--- config.mk ---
export PLATFORM = sky130hd
export DESIGN_NAME = agc_regs
export DESIGN_NICKNAME = d
export VERILOG_FILES = /design/src/agc_pkg.sv /design/src/agc_regs.sv
export SDC_FILE = /design/constraint.sdc
export NUM_CORES = 1
export LEC_CHECK = 0
export BUFFER_PORTS_ARGS = -buffer_cell sky130_fd_sc_hd__buf_2
export CAP_MARGIN = 20
export CORE_MARGIN = 4
export CORE_UTILIZATION = 40
export DETAILED_ROUTE_END_ITERATION = 10
export PLACE_DENSITY = 0.79
export SLEW_MARGIN = 20
export SYNTH_ARGS = -nofsm -noshare
export SYNTH_HDL_FRONTEND = slang
export SYNTH_SLANG_ARGS = --single-unit
export TNS_END_PERCENT = 100
--- constraint.sdc ---
create_clock -name core_clk -period 1.3 [get_ports core_clk]
set_clock_uncertainty 0.2 [all_clocks]
set_input_delay 0.195 -clock core_clk [delete_from_list [all_inputs] [get_ports core_clk]]
set_output_delay 0.195 -clock core_clk [all_outputs]
set_load 0.02 [all_outputs]
--- src/agc_pkg.sv ---
// Package for the general configuration and control register block.
// Assumes a 32-bit register port addressed by byte offset.
package agc_pkg;
	// Register byte offsets
	localparam logic [11:0] AGC_OFS_GENERAL_CONFIGURATION = 12'h080;
	localparam logic [11:0] AGC_OFS_GENERAL_CONTROL = 12'h088;
	localparam logic [11:0] AGC_OFS_INTERRUPT_REASON = 12'h098;
	// General configuration field positions
	localparam int AGC_CFG_EVLOG_BIT = 13;
	localparam int AGC_CFG_UMINT_BIT = 12;
	localparam int AGC_CFG_RBLIM_MSB = 7;
	// General control field positions
	localparam int AGC_CTL_EVLOG_BIT = 2;
	localparam int AGC_CTL_HALT_BIT = 1;
	localparam int AGC_CTL_SWERR_BIT = 0;
	// Interrupt reason field positions
	localparam int AGC_RSN_EVLOG_BIT = 5;
	localparam int AGC_RSN_HALT_BIT = 4;
	localparam int AGC_RSN_SWERR_BIT = 0;
	// Reset values
	localparam logic [31:0] AGC_CFG_RESET = 32'h0000_0000;
	localparam logic [31:0] AGC_CTL_RESET = 32'h0000_0000;
	localparam logic [31:0] AGC_RSN_RESET = 32'h0000_0000;
	// Device state field encodings
	typedef enum logic [1:0] {
		AGC_ST_DISABLED = 2'b00,
		AGC_ST_ENABLED = 2'b01,
		AGC_ST_DRAINING = 2'b10,
		AGC_ST_HALTED = 2'b11
	} agc_dev_state_t;
endpackage : agc_pkg

--- src/agc_regs.sv ---
// General configuration, general control and interrupt reason registers.
// Assumes a single-cycle register port on core_clk; device state,
// capability flags and event strobes come from the surrounding core.
`timescale 1ns/1ps
module agc_regs
	import agc_pkg::*;
(
	input wire logic core_clk,
	input wire logic rst_n,
	input wire logic reg_wr,
	input wire logic reg_rd,
	input wire logic [11:0] reg_addr,
	input wire logic [31:0] reg_wdata,
	output logic [31:0] reg_rdata,
	input wire logic [1:0] dev_state,
	input wire logic cap_config_support,
	input wire logic cap_event_log_support,
	input wire logic cap_global_limit_support,
	input wire logic group_use_global_limit,
	input wire logic event_log_write,
	input wire logic swerr_valid,
	output logic event_log_enable,
	output logic user_int_enable,
	output logic [7:0] global_read_buffer_limit,
	output logic group_limit_active,
	output logic msix0_int
);

	logic [31:0] cfg_r, cfg_nxt;
	logic [2:0] ctl_r, ctl_nxt;
	logic [2:0] rsn_r, rsn_nxt;
	logic halted_r, halted_nxt;
	logic swv_r, swv_nxt;
	logic int_r, int_nxt;
	logic [31:0] rdata_nxt;
	logic cfg_we, ctl_we, rsn_we;
	logic halt_entry, swerr_rise, ev_hit, halt_hit, sw_hit;
	logic dev_disabled;

	// Event detection and gating by the control enables
	always_comb begin
		dev_disabled = (dev_state == AGC_ST_DISABLED);
		// Edges against last cycle, so a long halt sets its cause once
		halt_entry = (dev_state == AGC_ST_HALTED) && !halted_r;
		swerr_rise = swerr_valid && !swv_r;
		ev_hit = event_log_write && ctl_r[AGC_CTL_EVLOG_BIT];
		halt_hit = halt_entry && ctl_r[AGC_CTL_HALT_BIT];
		sw_hit = swerr_rise && ctl_r[AGC_CTL_SWERR_BIT];
		cfg_we = reg_wr && reg_addr == AGC_OFS_GENERAL_CONFIGURATION;
		ctl_we = reg_wr && reg_addr == AGC_OFS_GENERAL_CONTROL;
		rsn_we = reg_wr && reg_addr == AGC_OFS_INTERRUPT_REASON;
	end

	// Next register values; locked fields keep their value
	always_comb begin
		cfg_nxt = cfg_r;
		if (cfg_we && dev_disabled) begin
			if (cap_event_log_support) begin
				cfg_nxt[AGC_CFG_EVLOG_BIT] = reg_wdata[AGC_CFG_EVLOG_BIT];
			end
			if (cap_config_support) begin
				cfg_nxt[AGC_CFG_UMINT_BIT] = reg_wdata[AGC_CFG_UMINT_BIT];
				if (cap_global_limit_support) begin
					cfg_nxt[AGC_CFG_RBLIM_MSB:0] =
						reg_wdata[AGC_CFG_RBLIM_MSB:0];
				end
			end
		end
		// Control keeps only its three enables; the rest reads zero
		ctl_nxt = ctl_we ? reg_wdata[2:0] : ctl_r;
		// Set wins over a same-cycle write-one clear
		rsn_nxt = rsn_r;
		if (rsn_we) begin
			if (reg_wdata[AGC_RSN_EVLOG_BIT]) rsn_nxt[2] = 1'b0;
			if (reg_wdata[AGC_RSN_HALT_BIT]) rsn_nxt[1] = 1'b0;
			if (reg_wdata[AGC_RSN_SWERR_BIT]) rsn_nxt[0] = 1'b0;
		end
		if (ev_hit) rsn_nxt[2] = 1'b1;
		if (halt_hit) rsn_nxt[1] = 1'b1;
		if (sw_hit) rsn_nxt[0] = 1'b1;
		// Last levels, kept for the edge detectors
		halted_nxt = (dev_state == AGC_ST_HALTED);
		swv_nxt = swerr_valid;
		int_nxt = ev_hit || halt_hit || sw_hit;
	end

	// Read mux; unmapped offsets and reserved bits read zero
	always_comb begin
		rdata_nxt = 32'h0000_0000;
		if (reg_rd) begin
			unique case (reg_addr)
				AGC_OFS_GENERAL_CONFIGURATION: rdata_nxt = cfg_r;
				AGC_OFS_GENERAL_CONTROL: rdata_nxt = {29'h0, ctl_r};
				AGC_OFS_INTERRUPT_REASON: rdata_nxt = {26'h0, rsn_r[2],
					rsn_r[1], 3'h0, rsn_r[0]};
				default: rdata_nxt = 32'h0000_0000;
			endcase
		end
	end

	// State registers
	always_ff @(posedge core_clk or negedge rst_n) begin
		if (!rst_n) begin
			cfg_r <= AGC_CFG_RESET;
			ctl_r <= AGC_CTL_RESET[2:0];
			rsn_r <= AGC_RSN_RESET[2:0];
			halted_r <= 1'b0;
			swv_r <= 1'b0;
			int_r <= 1'b0;
			reg_rdata <= 32'h0000_0000;
		end else begin
			cfg_r <= cfg_nxt;
			ctl_r <= ctl_nxt;
			rsn_r <= rsn_nxt;
			halted_r <= halted_nxt;
			swv_r <= swv_nxt;
			int_r <= int_nxt;
			reg_rdata <= rdata_nxt;
		end
	end

	// Outputs to the core; the limit only reaches flagged groups
	assign event_log_enable = cfg_r[AGC_CFG_EVLOG_BIT];
	assign user_int_enable = cfg_r[AGC_CFG_UMINT_BIT];
	assign global_read_buffer_limit = cfg_r[AGC_CFG_RBLIM_MSB:0];
	assign group_limit_active = group_use_global_limit &&
		cap_global_limit_support;
	assign msix0_int = int_r;

endmodule : agc_regs

==> results_dict.tcl, run 1 <==
set metrics [dict create \
    worst_path_dominant_cell_family "simple AND/OR/NAND/NOR gates" \
    cts.path.max_buffers 2 \
    cts-buffers-inserted 5 \
    post-route-cell-area_sq_um 2190 \
    coreArea_sq_um 3360 \
    final_max_slew_viol_count 0 \
    tritoncts "built" \
    dp_hpwl_um 2220 \
    power.static_leakage_nw 1.16 \
    postSynth.topFlopCell "sky130_fd_sc_hd__dfrtp_1" \
    post-route-worst-setup-slack_ns -0.484 \
    status "complete, but fails checks" \
    ys_seq_area_share_pct 51.5 \
    synth-compound-area-share_pct 2.84 \
    final.period_utilization_pct 137 \
    synth-xor-area-share_pct 0 \
    min_path_type "in -> reg" \
    row_count 21 \
    ys_ff_latch 29 \
    setup_viol_count_final 26 \
    synth_enable_flop_cells 0 \
    sequential_cell_area_sq_um 726 \
    power_density_nw_per_um2 773 \
    critical_path.max_fanout 8 \
    grt_use_total_pct 15.9 \
    final_worst_hold_slack_ns 0.0215 \
    synth.distinct_cells 25 \
    dr_wl_met3_um 238 \
    routed_wirelength_um 3500 \
    drv_cap 0 \
    grt_pass1_vias 1099 \
    synth_area_per_cell_sq_um 12.5 \
    period_needed_ns 1.78 \
    layoutNonFillerInstCount 254 \
    fp.dieH_um 67.3 \
    grt_antenna_before_repair 0 \
    worstSetupStartpointType "input pin" \
    cts.clk_slew.worst_paths_ns 0.08 \
    finalWeightedCongestion 0.784 \
    crit_buf_inv 2 \
    route.layer.met1.wl_um 1280 \
    design.portCount 100 \
    hold_fails_final_rpt 0 \
    drtIter0Drc 51 \
    cell_at_the_slowest_stage_of_the_critical_path "sky130_fd_sc_hd__or4b_4" \
    required_ns 1.31 \
    total_drc_errors_in_the_routed_layout 0 \
    layout.filler_cells 246 \
    worstPathCellList "buf_6, or4b_4, nor4_4, and3_4, buf_12, mux2_4" \
    totalPowerFinal_mw 1.69 \
    multi_input_comb_area_sq_um 661 \
    synth_async_sr_flop_share_pct 100 \
    synth_warn 0 \
    dieWidth_um 67.3 \
    dr.max_layer_used "met4" \
    final_core_utilization_pct 65.1 \
    post_synth_mux_area_share_pct 14.7 \
    clk-insertion-delay-late_ns 0.33 \
    grt_first_pass_wirelength_um 5110 \
    setup.worst_path.end_class "flip-flop" \
    drt.antenna.violating_nets 0 \
    vdd.ir_drop.worst_mv 0.224 \
    grt_setup_unrepaired "true" \
    met2_wirelength_um 1910 \
    main_combinational_cell_family_by_area_after_synthesis "simple AND/OR/NAND/NOR gates" \
    route.detailed.vias_per_inst 4.43 \
    wl_per_cell_um 13.8 \
    clk_sinks 29 \
    design.die.area_sq_um 4540 \
    drt_pre_antenna_iters 4 \
    syn-instance-count 113 \
    cp.arrival_ns 1.79 \
    synthAdderAreaFrac_pct 0 \
    crit_path_largest_cell_delay_ns 0.55 \
    path_class "in -> reg" \
    r2r_cells 5 \
    antenna_cells_inserted 0 \
    violated_checks "setup timing" \
    dpl_cell_area_sq_um 1750 \
    synth.cell_area_sq_um 1410 \
    h-tree-depth 2 \
    synth_simple_gate_area_share_pct 17.6 \
    fmax_ghz 0.561 \
    hold-path-cell-count 3 \
    fin_tns_setup_ns -9.82 \
    timing.critical_path.depth 6 \
    via_count 1126 \
    placement.setup.worst_slack_ns -0.859 \
    grt_max_degree 30 \
    final_layout_size_suffix_gt1_share_pct 53.8 \
    clock_root_buffer_master "sky130_fd_sc_hd__clkbuf_4" \
    initial_core_util_pct 41.9 \
    nets 264 \
    numPortBuffers 55 \
    globalRoute.totalOverflow 0 \
    numPlacedInstances 222 \
    area_growth_pct 55.4 \
]
sequential cells by signal, indices dropped and copies added (netlist names):
register,cells
halted_r,1
swv_r,1
cfg_r,10
ctl_r,3
reg_rdata,10
msix0_int,1
rsn_r,3
logic make-up (layout without fill, tap and decap cells):
family                 Yosys count  count (layout)
AO/OA/AOI/OAI                    7               7
other                            1              22
flip-flops                      29              29
AND/OR/NAND/NOR                 35              35
multiplexers                    16              16
buffers and inverters           25              99
power by group:
| group | switching (mW) | total (mW) | internal (mW) |
|---|---|---|---|
| clock | 0.281 | 0.535 | 0.255 |
| sequential | 0.00313 | 0.911 | 0.908 |
| combinational | 0.137 | 0.246 | 0.109 |
metal layers:
layer | global-route usage, % | vias up
met5 | 0 | -
met4 | 8.10 | 0
met3 | 5.49 | 5
met2 | 28.1 | 51
met1 | 16.6 | 534
li1 | - | 536
final timing paths:
kind                                   from       endpoint  slack (ns)
worst max-delay path            reg_addr[9]       cfg_r[3]       -0.48
worst min-delay path            reg_addr[4]   reg_rdata[2]        0.02
worst max register to register     cfg_r[0]   reg_rdata[0]       -0.03
worst min register to register    cfg_r[13]  reg_rdata[13]        0.34
max in group asynchronous             rst_n   reg_rdata[6]        0.57
min in group asynchronous             rst_n      msix0_int        0.16
repair_timing:
item,4_1_cts,5_1_grt
hold endpoints to repair,53,0
cloned,0,0
setup buffers,4,6
pin swaps,10,4
gates resized for setup,15,22
hold buffers,17,0
setup endpoints to repair,29,36
layout make-up:
cell class,count,area share (%)
clock buffer,7,2.51
multi-input combinational,80,30.2
sequential,29,33.1
tap,46,2.63
timing repair buffer,92,31.5
layout by cell type (no fill, tap or decap), types with 3 or more instances in the layout:
master                          synthesis  final
sky130_fd_sc_hd__conb_1                 1     22
sky130_fd_sc_hd__mux2i_1                3      3
sky130_fd_sc_hd__nand3_1                3      3
sky130_fd_sc_hd__buf_2                  1     45
sky130_fd_sc_hd__clkbuf_4               0      5
sky130_fd_sc_hd__mux2_2                 5      4
sky130_fd_sc_hd__and2_1                 7      7
sky130_fd_sc_hd__nand2_1                6      3
sky130_fd_sc_hd__dfrtp_1               29     29
sky130_fd_sc_hd__dlygate4sd3_1          0     17
sky130_fd_sc_hd__buf_4                 22     16
sky130_fd_sc_hd__buf_6                  1     12
sky130_fd_sc_hd__a31oi_1                4      3
sky130_fd_sc_hd__mux2_4                 8      9
cells in the mapped netlist, types with 3 or more instances:
library cell	instances	area [sq um]
sky130_fd_sc_hd__a21oi_1	3	15.0
sky130_fd_sc_hd__a31oi_1	4	25.0
sky130_fd_sc_hd__and2_1	7	43.8
sky130_fd_sc_hd__buf_4	22	165
sky130_fd_sc_hd__dfrtp_1	29	726
sky130_fd_sc_hd__mux2_2	5	56.3
sky130_fd_sc_hd__mux2_4	8	120
sky130_fd_sc_hd__mux2i_1	3	30.0
sky130_fd_sc_hd__nand2_1	6	22.5
sky130_fd_sc_hd__nand3_1	3	15.0
sky130_fd_sc_hd__nor2_1	3	11.3
worst register-to-register path: cells and delay by family (launching register included):
kind            cells  cell delay (ns)
flops               1             0.40
mux                 1             0.14
compound gates      1             0.22
simple gates        2             0.12
buf+inv             1             0.14
Power figures use the tool's default switching activity.
==> run 2: changes to the inputs <==
--- a/config.mk
+++ b/config.mk
@@ -5,12 +5,13 @@
 export SDC_FILE = /design/constraint.sdc
 export NUM_CORES = 1
 export LEC_CHECK = 0
+export ABC_AREA = 1
 export BUFFER_PORTS_ARGS = -buffer_cell sky130_fd_sc_hd__buf_2
 export CAP_MARGIN = 20
 export CORE_MARGIN = 4
-export CORE_UTILIZATION = 40
+export CORE_UTILIZATION = 42
 export DETAILED_ROUTE_END_ITERATION = 10
-export PLACE_DENSITY = 0.79
+export PLACE_DENSITY = 0.8
 export SLEW_MARGIN = 20
 export SYNTH_ARGS = -nofsm -noshare
 export SYNTH_HDL_FRONTEND = slang
==> run 2 against run 1 <==
Area after synthesis up 8.3%. Maximum frequency up 39%. Final area up 1.9%. Die area up 2.7%. The flow now finishes without violations. Setup slack better by 0.50 ns. Power up 23%.
==> results_dict.tcl, run 2 <==
set metrics [dict create \
    status "complete, no violations" \
    post_synth_main_area_contributors "sky130_fd_sc_hd__dfrtp_1 48%, sky130_fd_sc_hd__nand2_1 13%, sky130_fd_sc_hd__buf_4 12%" \
    fmax_ghz 0.782 \
    grt_max_degree 19 \
    ys_top_cells_by_count "54 x sky130_fd_sc_hd__nand2_1, 29 x sky130_fd_sc_hd__dfrtp_1, 25 x sky130_fd_sc_hd__buf_4" \
    grt_setup_unrepaired "true" \
    clock_root_buffer_master "sky130_fd_sc_hd__clkbuf_4" \
    total_drc_errors_in_the_routed_layout 0 \
    gr-usage-met1_pct 18.3 \
    synth.cell_area_sq_um 1530 \
    antenna_cells_inserted 0 \
    setup.worst_path.end_class "output port" \
    power_density_nw_per_um2 931 \
    drv_cap 0 \
    row_count 21 \
    final_layout_size_suffix_gt1_share_pct 34.9 \
    hold_fails_final_rpt 0 \
    cell_at_the_slowest_stage_of_the_critical_path "sky130_fd_sc_hd__dfrtp_1" \
    placement.setup.worst_slack_ns -0.159 \
    hold-path-cell-count 5 \
    fp.dieH_um 68.3 \
    vdd.ir_drop.worst_mv 0.766 \
    timing.rr.end "reg_rdata[0]" \
    layout.filler_cells 275 \
    drt.antenna.violating_nets 0 \
    synth.largest_area_cell "sky130_fd_sc_hd__dfrtp_1" \
    drtIter0Drc 86 \
    crit_path_largest_cell_delay_ns 0.39 \
    initial_core_util_pct 44.7 \
    cts.clk_slew.worst_paths_ns 0.10 \
    r2r_cells 5 \
    globalRouteMet2Util_pct 30.4 \
    synth_area_per_cell_sq_um 8.07 \
    final_core_utilization_pct 65.3 \
    clk_sinks 29 \
    clk-insertion-delay-late_ns 0.33 \
    grt_first_pass_wirelength_um 5780 \
    area_growth_pct 46.3 \
    worstPathCellList "buf_2" \
    dieWidth_um 68.3 \
    ys_ff_latch 29 \
    timing.critical_path.depth 1 \
    yosysTopAreaCellShare_pct 47.6 \
    dp_hpwl_um 2830 \
    timing.reg2reg.setup_slack_ns 0.19 \
    dpl_cell_area_sq_um 1840 \
    largestRegisters "cfg_r (10), reg_rdata (10)" \
    critical_path.max_fanout 2 \
    whs_endpoint "cfg_r[13]" \
    sequential_cell_area_sq_um 726 \
    synth.distinct_cells 17 \
    postSynth.topFlopCell "sky130_fd_sc_hd__dfrtp_1" \
    globalRoute.totalOverflow 0 \
    syn-instance-count 189 \
    grt_pass1_vias 1393 \
    period_needed_ns 1.28 \
    final_max_slew_viol_count 0 \
    post-route-worst-setup-slack_ns 0.0205 \
    drt_pre_antenna_iters 4 \
    coreArea_sq_um 3420 \
    setup_viol_count_final 0 \
    hold_path.startpoint "cap_event_log_support" \
    finalWeightedCongestion 0.776 \
    tritoncts "built" \
    cp.arrival_ns 0.88 \
    worstSetupStartpointType "flip-flop" \
    ys_seq_area_share_pct 47.6 \
    post-route-cell-area_sq_um 2230 \
    path_class "reg -> out" \
    cts.path.max_buffers 2 \
    synth.most_common_cell "sky130_fd_sc_hd__nand2_1" \
    required_ns 0.90 \
    crit-reg2reg-launch "cfg_r[0]" \
    routed_wirelength_um 3760 \
    numPortBuffers 55 \
    worst_path_dominant_cell_family "flip-flops" \
    h-tree-depth 2 \
    synth_warn 0 \
    wl_per_cell_um 11.4 \
    multi_input_comb_area_sq_um 604 \
    power.static_leakage_nw 1.28 \
    final.period_utilization_pct 98.4 \
    route.detailed.vias_per_inst 4.49 \
    grt_antenna_before_repair 0 \
    final_common_cell "sky130_fd_sc_hd__nand2_1" \
    totalPowerFinal_mw 2.08 \
    globalRouteMet3Util_pct 4.11 \
    synth_enable_flop_cells 0 \
    grt_use_total_pct 16.7 \
    design.die.area_sq_um 4660 \
    layout.cells.most_common_list "54 x sky130_fd_sc_hd__nand2_1, 46 x sky130_fd_sc_hd__buf_2, 29 x sky130_fd_sc_hd__dfrtp_1" \
    min_path_type "in -> reg" \
    nets 339 \
    synth_async_sr_flop_share_pct 100 \
    design.portCount 100 \
    gr-max-usage-layer "met2" \
    cts-buffers-inserted 5 \
    via_count 1483 \
    crit_buf_inv 1 \
]
-- run 2: how the worst max path moves through the flow --
stage,from,end,slack [ns]
2_1_floorplan,reg_wr,cfg_r[12],0.04
3_3_place_gp,reg_addr[6],ctl_r[1],-0.14
3_5_place_dp,reg_addr[4],ctl_r[0],-0.16
4_1_cts,cfg_r[2],global_read_buffer_limit[2],0.004
5_1_grt,cfg_r[6],global_read_buffer_limit[6],-0.02
6_report,cfg_r[3],global_read_buffer_limit[3],0.02
-- run 2: area by class of cell --
class	instances	area share, %
flip-flops and latches	29	32.5
repair buffers	91	29.3
multi-input cells	133	27.1
inverters	23	3.87
clock inverters	3	2.92
well taps	46	2.58
clock buffers	5	1.68
-- run 2: timing repair --
action | 4_1_cts | 5_1_grt
hold buffers | 16 | 0
setup endpoints to repair | 8 | 10
gates resized for setup | 4 | 14
setup buffers | 7 | 2
endpoints found under the hold margin | 52 | 0
-- run 2: per-stage QoR --
stage / hold slack, ns / std cells / TNS (ns)
2_1_floorplan: -0.301 / 210 / 0
3_3_place_gp: -0.110 / 297 / -2.34
3_5_place_dp: -0.0999 / 297 / -3.08
4_1_cts: 0.00993 / 328 / 0
5_1_grt: 0.0587 / 330 / -0.125
6_report: 0.0300 / 330 / 0
-- run 2: kinds of logic after synthesis --
family,after synthesis,share of synthesized area [%]
compound gates,4,1.31
buf+inv,48,18.0
flops,29,47.6
other cells,1,0.246
simple gates,107,32.9
-- run 2: report_power, final --
group | leakage [nW] | internal [mW] | switching [mW] | total (mW)
Sequential | 0.391 | 0.908 | 0.00325 | 0.912
Combinational | 0.837 | 0.0983 | 0.149 | 0.248
Clock | 0.0552 | 0.595 | 0.323 | 0.919
-- run 2: routing by layer --
metal / up-vias / part of all wire (%)
li1: 737 / -
met1: 685 / 39
met2: 59 / 52
met3: 2 / 8.5
met4: 0 / 0.45
met5: - / 0
==> run 3: changes to the inputs <==
--- a/config.mk
+++ b/config.mk
@@ -9,9 +9,9 @@
 export BUFFER_PORTS_ARGS = -buffer_cell sky130_fd_sc_hd__buf_2
 export CAP_MARGIN = 20
 export CORE_MARGIN = 4
-export CORE_UTILIZATION = 42
+export CORE_UTILIZATION = 32
 export DETAILED_ROUTE_END_ITERATION = 10
-export PLACE_DENSITY = 0.8
+export RECOVER_POWER = 25
 export SLEW_MARGIN = 20
 export SYNTH_ARGS = -nofsm -noshare
 export SYNTH_HDL_FRONTEND = slang
==> run 3 against run 2 <==
The run now ends with hold timing left. Register-to-register slack better by 0.15 ns. Sequential power hardly changed. Via count shrank 5.9%. Combinational power decreased by 3%. Maximum frequency is 2.5% higher. Routed wire length is 0.56% lower. Final area decreased by 6.7%. First-iteration DRC count decreased by 28%. Sequential share of layout area is 2.3 points higher.
==> results_dict.tcl, run 3 (same netlist as run 2, synthesis figures left out) <==
set metrics [dict create \
    status "complete, but fails checks" \
    violated_checks "hold timing" \
    grt_antenna_before_repair 0 \
    dr.max_layer_used "met4" \
    grt_pass1_vias 1297 \
    met2_wirelength_um 1780 \
    setup_viol_count_final 0 \
    final_max_slew_viol_count 0 \
    h-tree-depth 2 \
    fp.dieH_um 77.0 \
    route.detailed.vias_per_inst 4.27 \
    layout.cells.most_common_list "55 x sky130_fd_sc_hd__buf_2, 54 x sky130_fd_sc_hd__nand2_1, 29 x sky130_fd_sc_hd__dfrtp_1" \
    design.die.area_sq_um 5940 \
    total_drc_errors_in_the_routed_layout 0 \
    placement.setup.worst_slack_ns -0.183 \
    dr_wl_met3_um 322 \
    grt_first_pass_wirelength_um 6070 \
    cts-buffers-inserted 5 \
    grt_max_degree 30 \
    area_growth_pct 36.4 \
    initial_core_util_pct 34.1 \
    cts.path.max_buffers 2 \
    row_count 24 \
    via_count 1395 \
    clock_root_buffer_master "sky130_fd_sc_hd__clkbuf_8" \
    crit-reg2reg-launch "ctl_r[0]" \
    hold_fails_final_rpt 1 \
    finalWeightedCongestion 0.750 \
    worstPathCellList "buf_2" \
    cts.clk_slew.worst_paths_ns 0.07 \
    power_frac_comb_pct 12.8 \
    fin_tns_setup_ns 0 \
    power.internal_mw 1.37 \
    drt_pre_antenna_iters 4 \
    setup.worst_path.end_class "output port" \
    netSwitchingFraction_pct 27.3 \
    vdd.ir_drop.worst_mv 0.340 \
    drtIter0Drc 62 \
    grt_setup_unrepaired "false" \
    sequential_cell_area_sq_um 726 \
    drv_cap 0 \
    final_worst_hold_slack_ns -0.00378 \
    nets 330 \
    required_ns 0.90 \
    antenna_cells_inserted 0 \
    grt_use_total_pct 12.7 \
    post-route-worst-setup-slack_ns 0.0511 \
    power.share.clock_pct 38.8 \
    final_layout_size_suffix_gt1_share_pct 33.5 \
    numPortBuffers 55 \
    largestRegisters "cfg_r (10), reg_rdata (10)" \
    total_switching_power_uw 513 \
    fmax_ghz 0.801 \
    period_needed_ns 1.25 \
    clk_sinks 29 \
    critical_path.max_fanout 3 \
    coreArea_sq_um 4470 \
    worstSetupStartpointType "flip-flop" \
    worst_path_dominant_cell_family "flip-flops" \
    crit_buf_inv 1 \
    drt.antenna.violating_nets 0 \
    dp_hpwl_um 2900 \
    final_common_cell "sky130_fd_sc_hd__buf_2" \
    min_path_type "in -> reg" \
    power.static_leakage_nw 1.21 \
    design.portCount 100 \
    globalRoute.totalOverflow 0 \
    clk-insertion-delay-late_ns 0.28 \
    critical_path.startpoint "cfg_r[6]" \
    cts_setup_buffers 0 \
    routed_wirelength_um 3730 \
    seq_power_share_pct 48.4 \
    totalPowerFinal_mw 1.88 \
    route.layer.met1.wl_um 1610 \
    power_density_nw_per_um2 905 \
    wl_per_cell_um 11.4 \
    cell_at_the_slowest_stage_of_the_critical_path "sky130_fd_sc_hd__dfrtp_1" \
    path_class "reg -> out" \
    final.period_utilization_pct 96.1 \
    multi_input_comb_area_sq_um 604 \
    tritoncts "built" \
    cp.arrival_ns 0.85 \
    hold_path.startpoint "reg_wdata[6]" \
    dieWidth_um 77.0 \
    crit_path_largest_cell_delay_ns 0.40 \
    layout.filler_cells 457 \
]
[run 3: cell type report]
class	instances	area share, %
inverters	23	4.15
clock inverters	3	0.842
repair buffers	82	24.7
clock buffers	5	3.31
flip-flops and latches	29	34.9
multi-input cells	133	29.0
well taps	52	3.13
[run 3: metal layers]
layer | global-route usage (%) | vias up
li1 | - | 714
met1 | 15.5 | 618
met2 | 21.2 | 59
met3 | 4.80 | 4
met4 | 3.20 | 0
met5 | 0 | -
[run 3: what timing repair did]
item | 4_1_cts | 5_1_grt
endpoints found under the hold margin | 45 | 0
hold buffers | 14 | 0
resized for setup | 0 | 0
[run 3: path summary, 6_finish.rpt]
kind	to	slack (ns)	cells after the start
hold reg to reg	rsn_r[0]	0.28	2
min in group asynchronous	reg_rdata[3]	0.29	3
setup reg to reg	reg_rdata[0]	0.34	4
setup / recovery	global_read_buffer_limit[6]	0.05	1
hold / removal	cfg_r[6]	-0.004	3
max in group asynchronous	cfg_r[12]	0.32	3
[run 3: per-stage QoR]
step	cell area, sq um	instances	utilization, %
3_5_place_dp	1870	305	41.7
3_3_place_gp	1870	305	41.7
6_report	2080	327	46.5
2_1_floorplan	1600	210	-
4_1_cts	2090	327	46.8
5_1_grt	2080	327	46.5
[run 3: worst min-delay path: cells and delay by family]
family                 cells  cell delay, ns
AND/OR/NAND/NOR            2            0.14
buffers and inverters      1            0.10
[run 3: power by group through the flow]
stage	logic, mW	registers, mW	clock network [mW]
6_report	0.241	0.912	0.730
4_1_cts	0.246	0.912	0.743
3_3_place_gp	0.212	0.929	0
5_1_grt	0.267	0.913	0.789
2_1_floorplan	0.156	0.929	0
3_5_place_dp	0.213	0.929	0
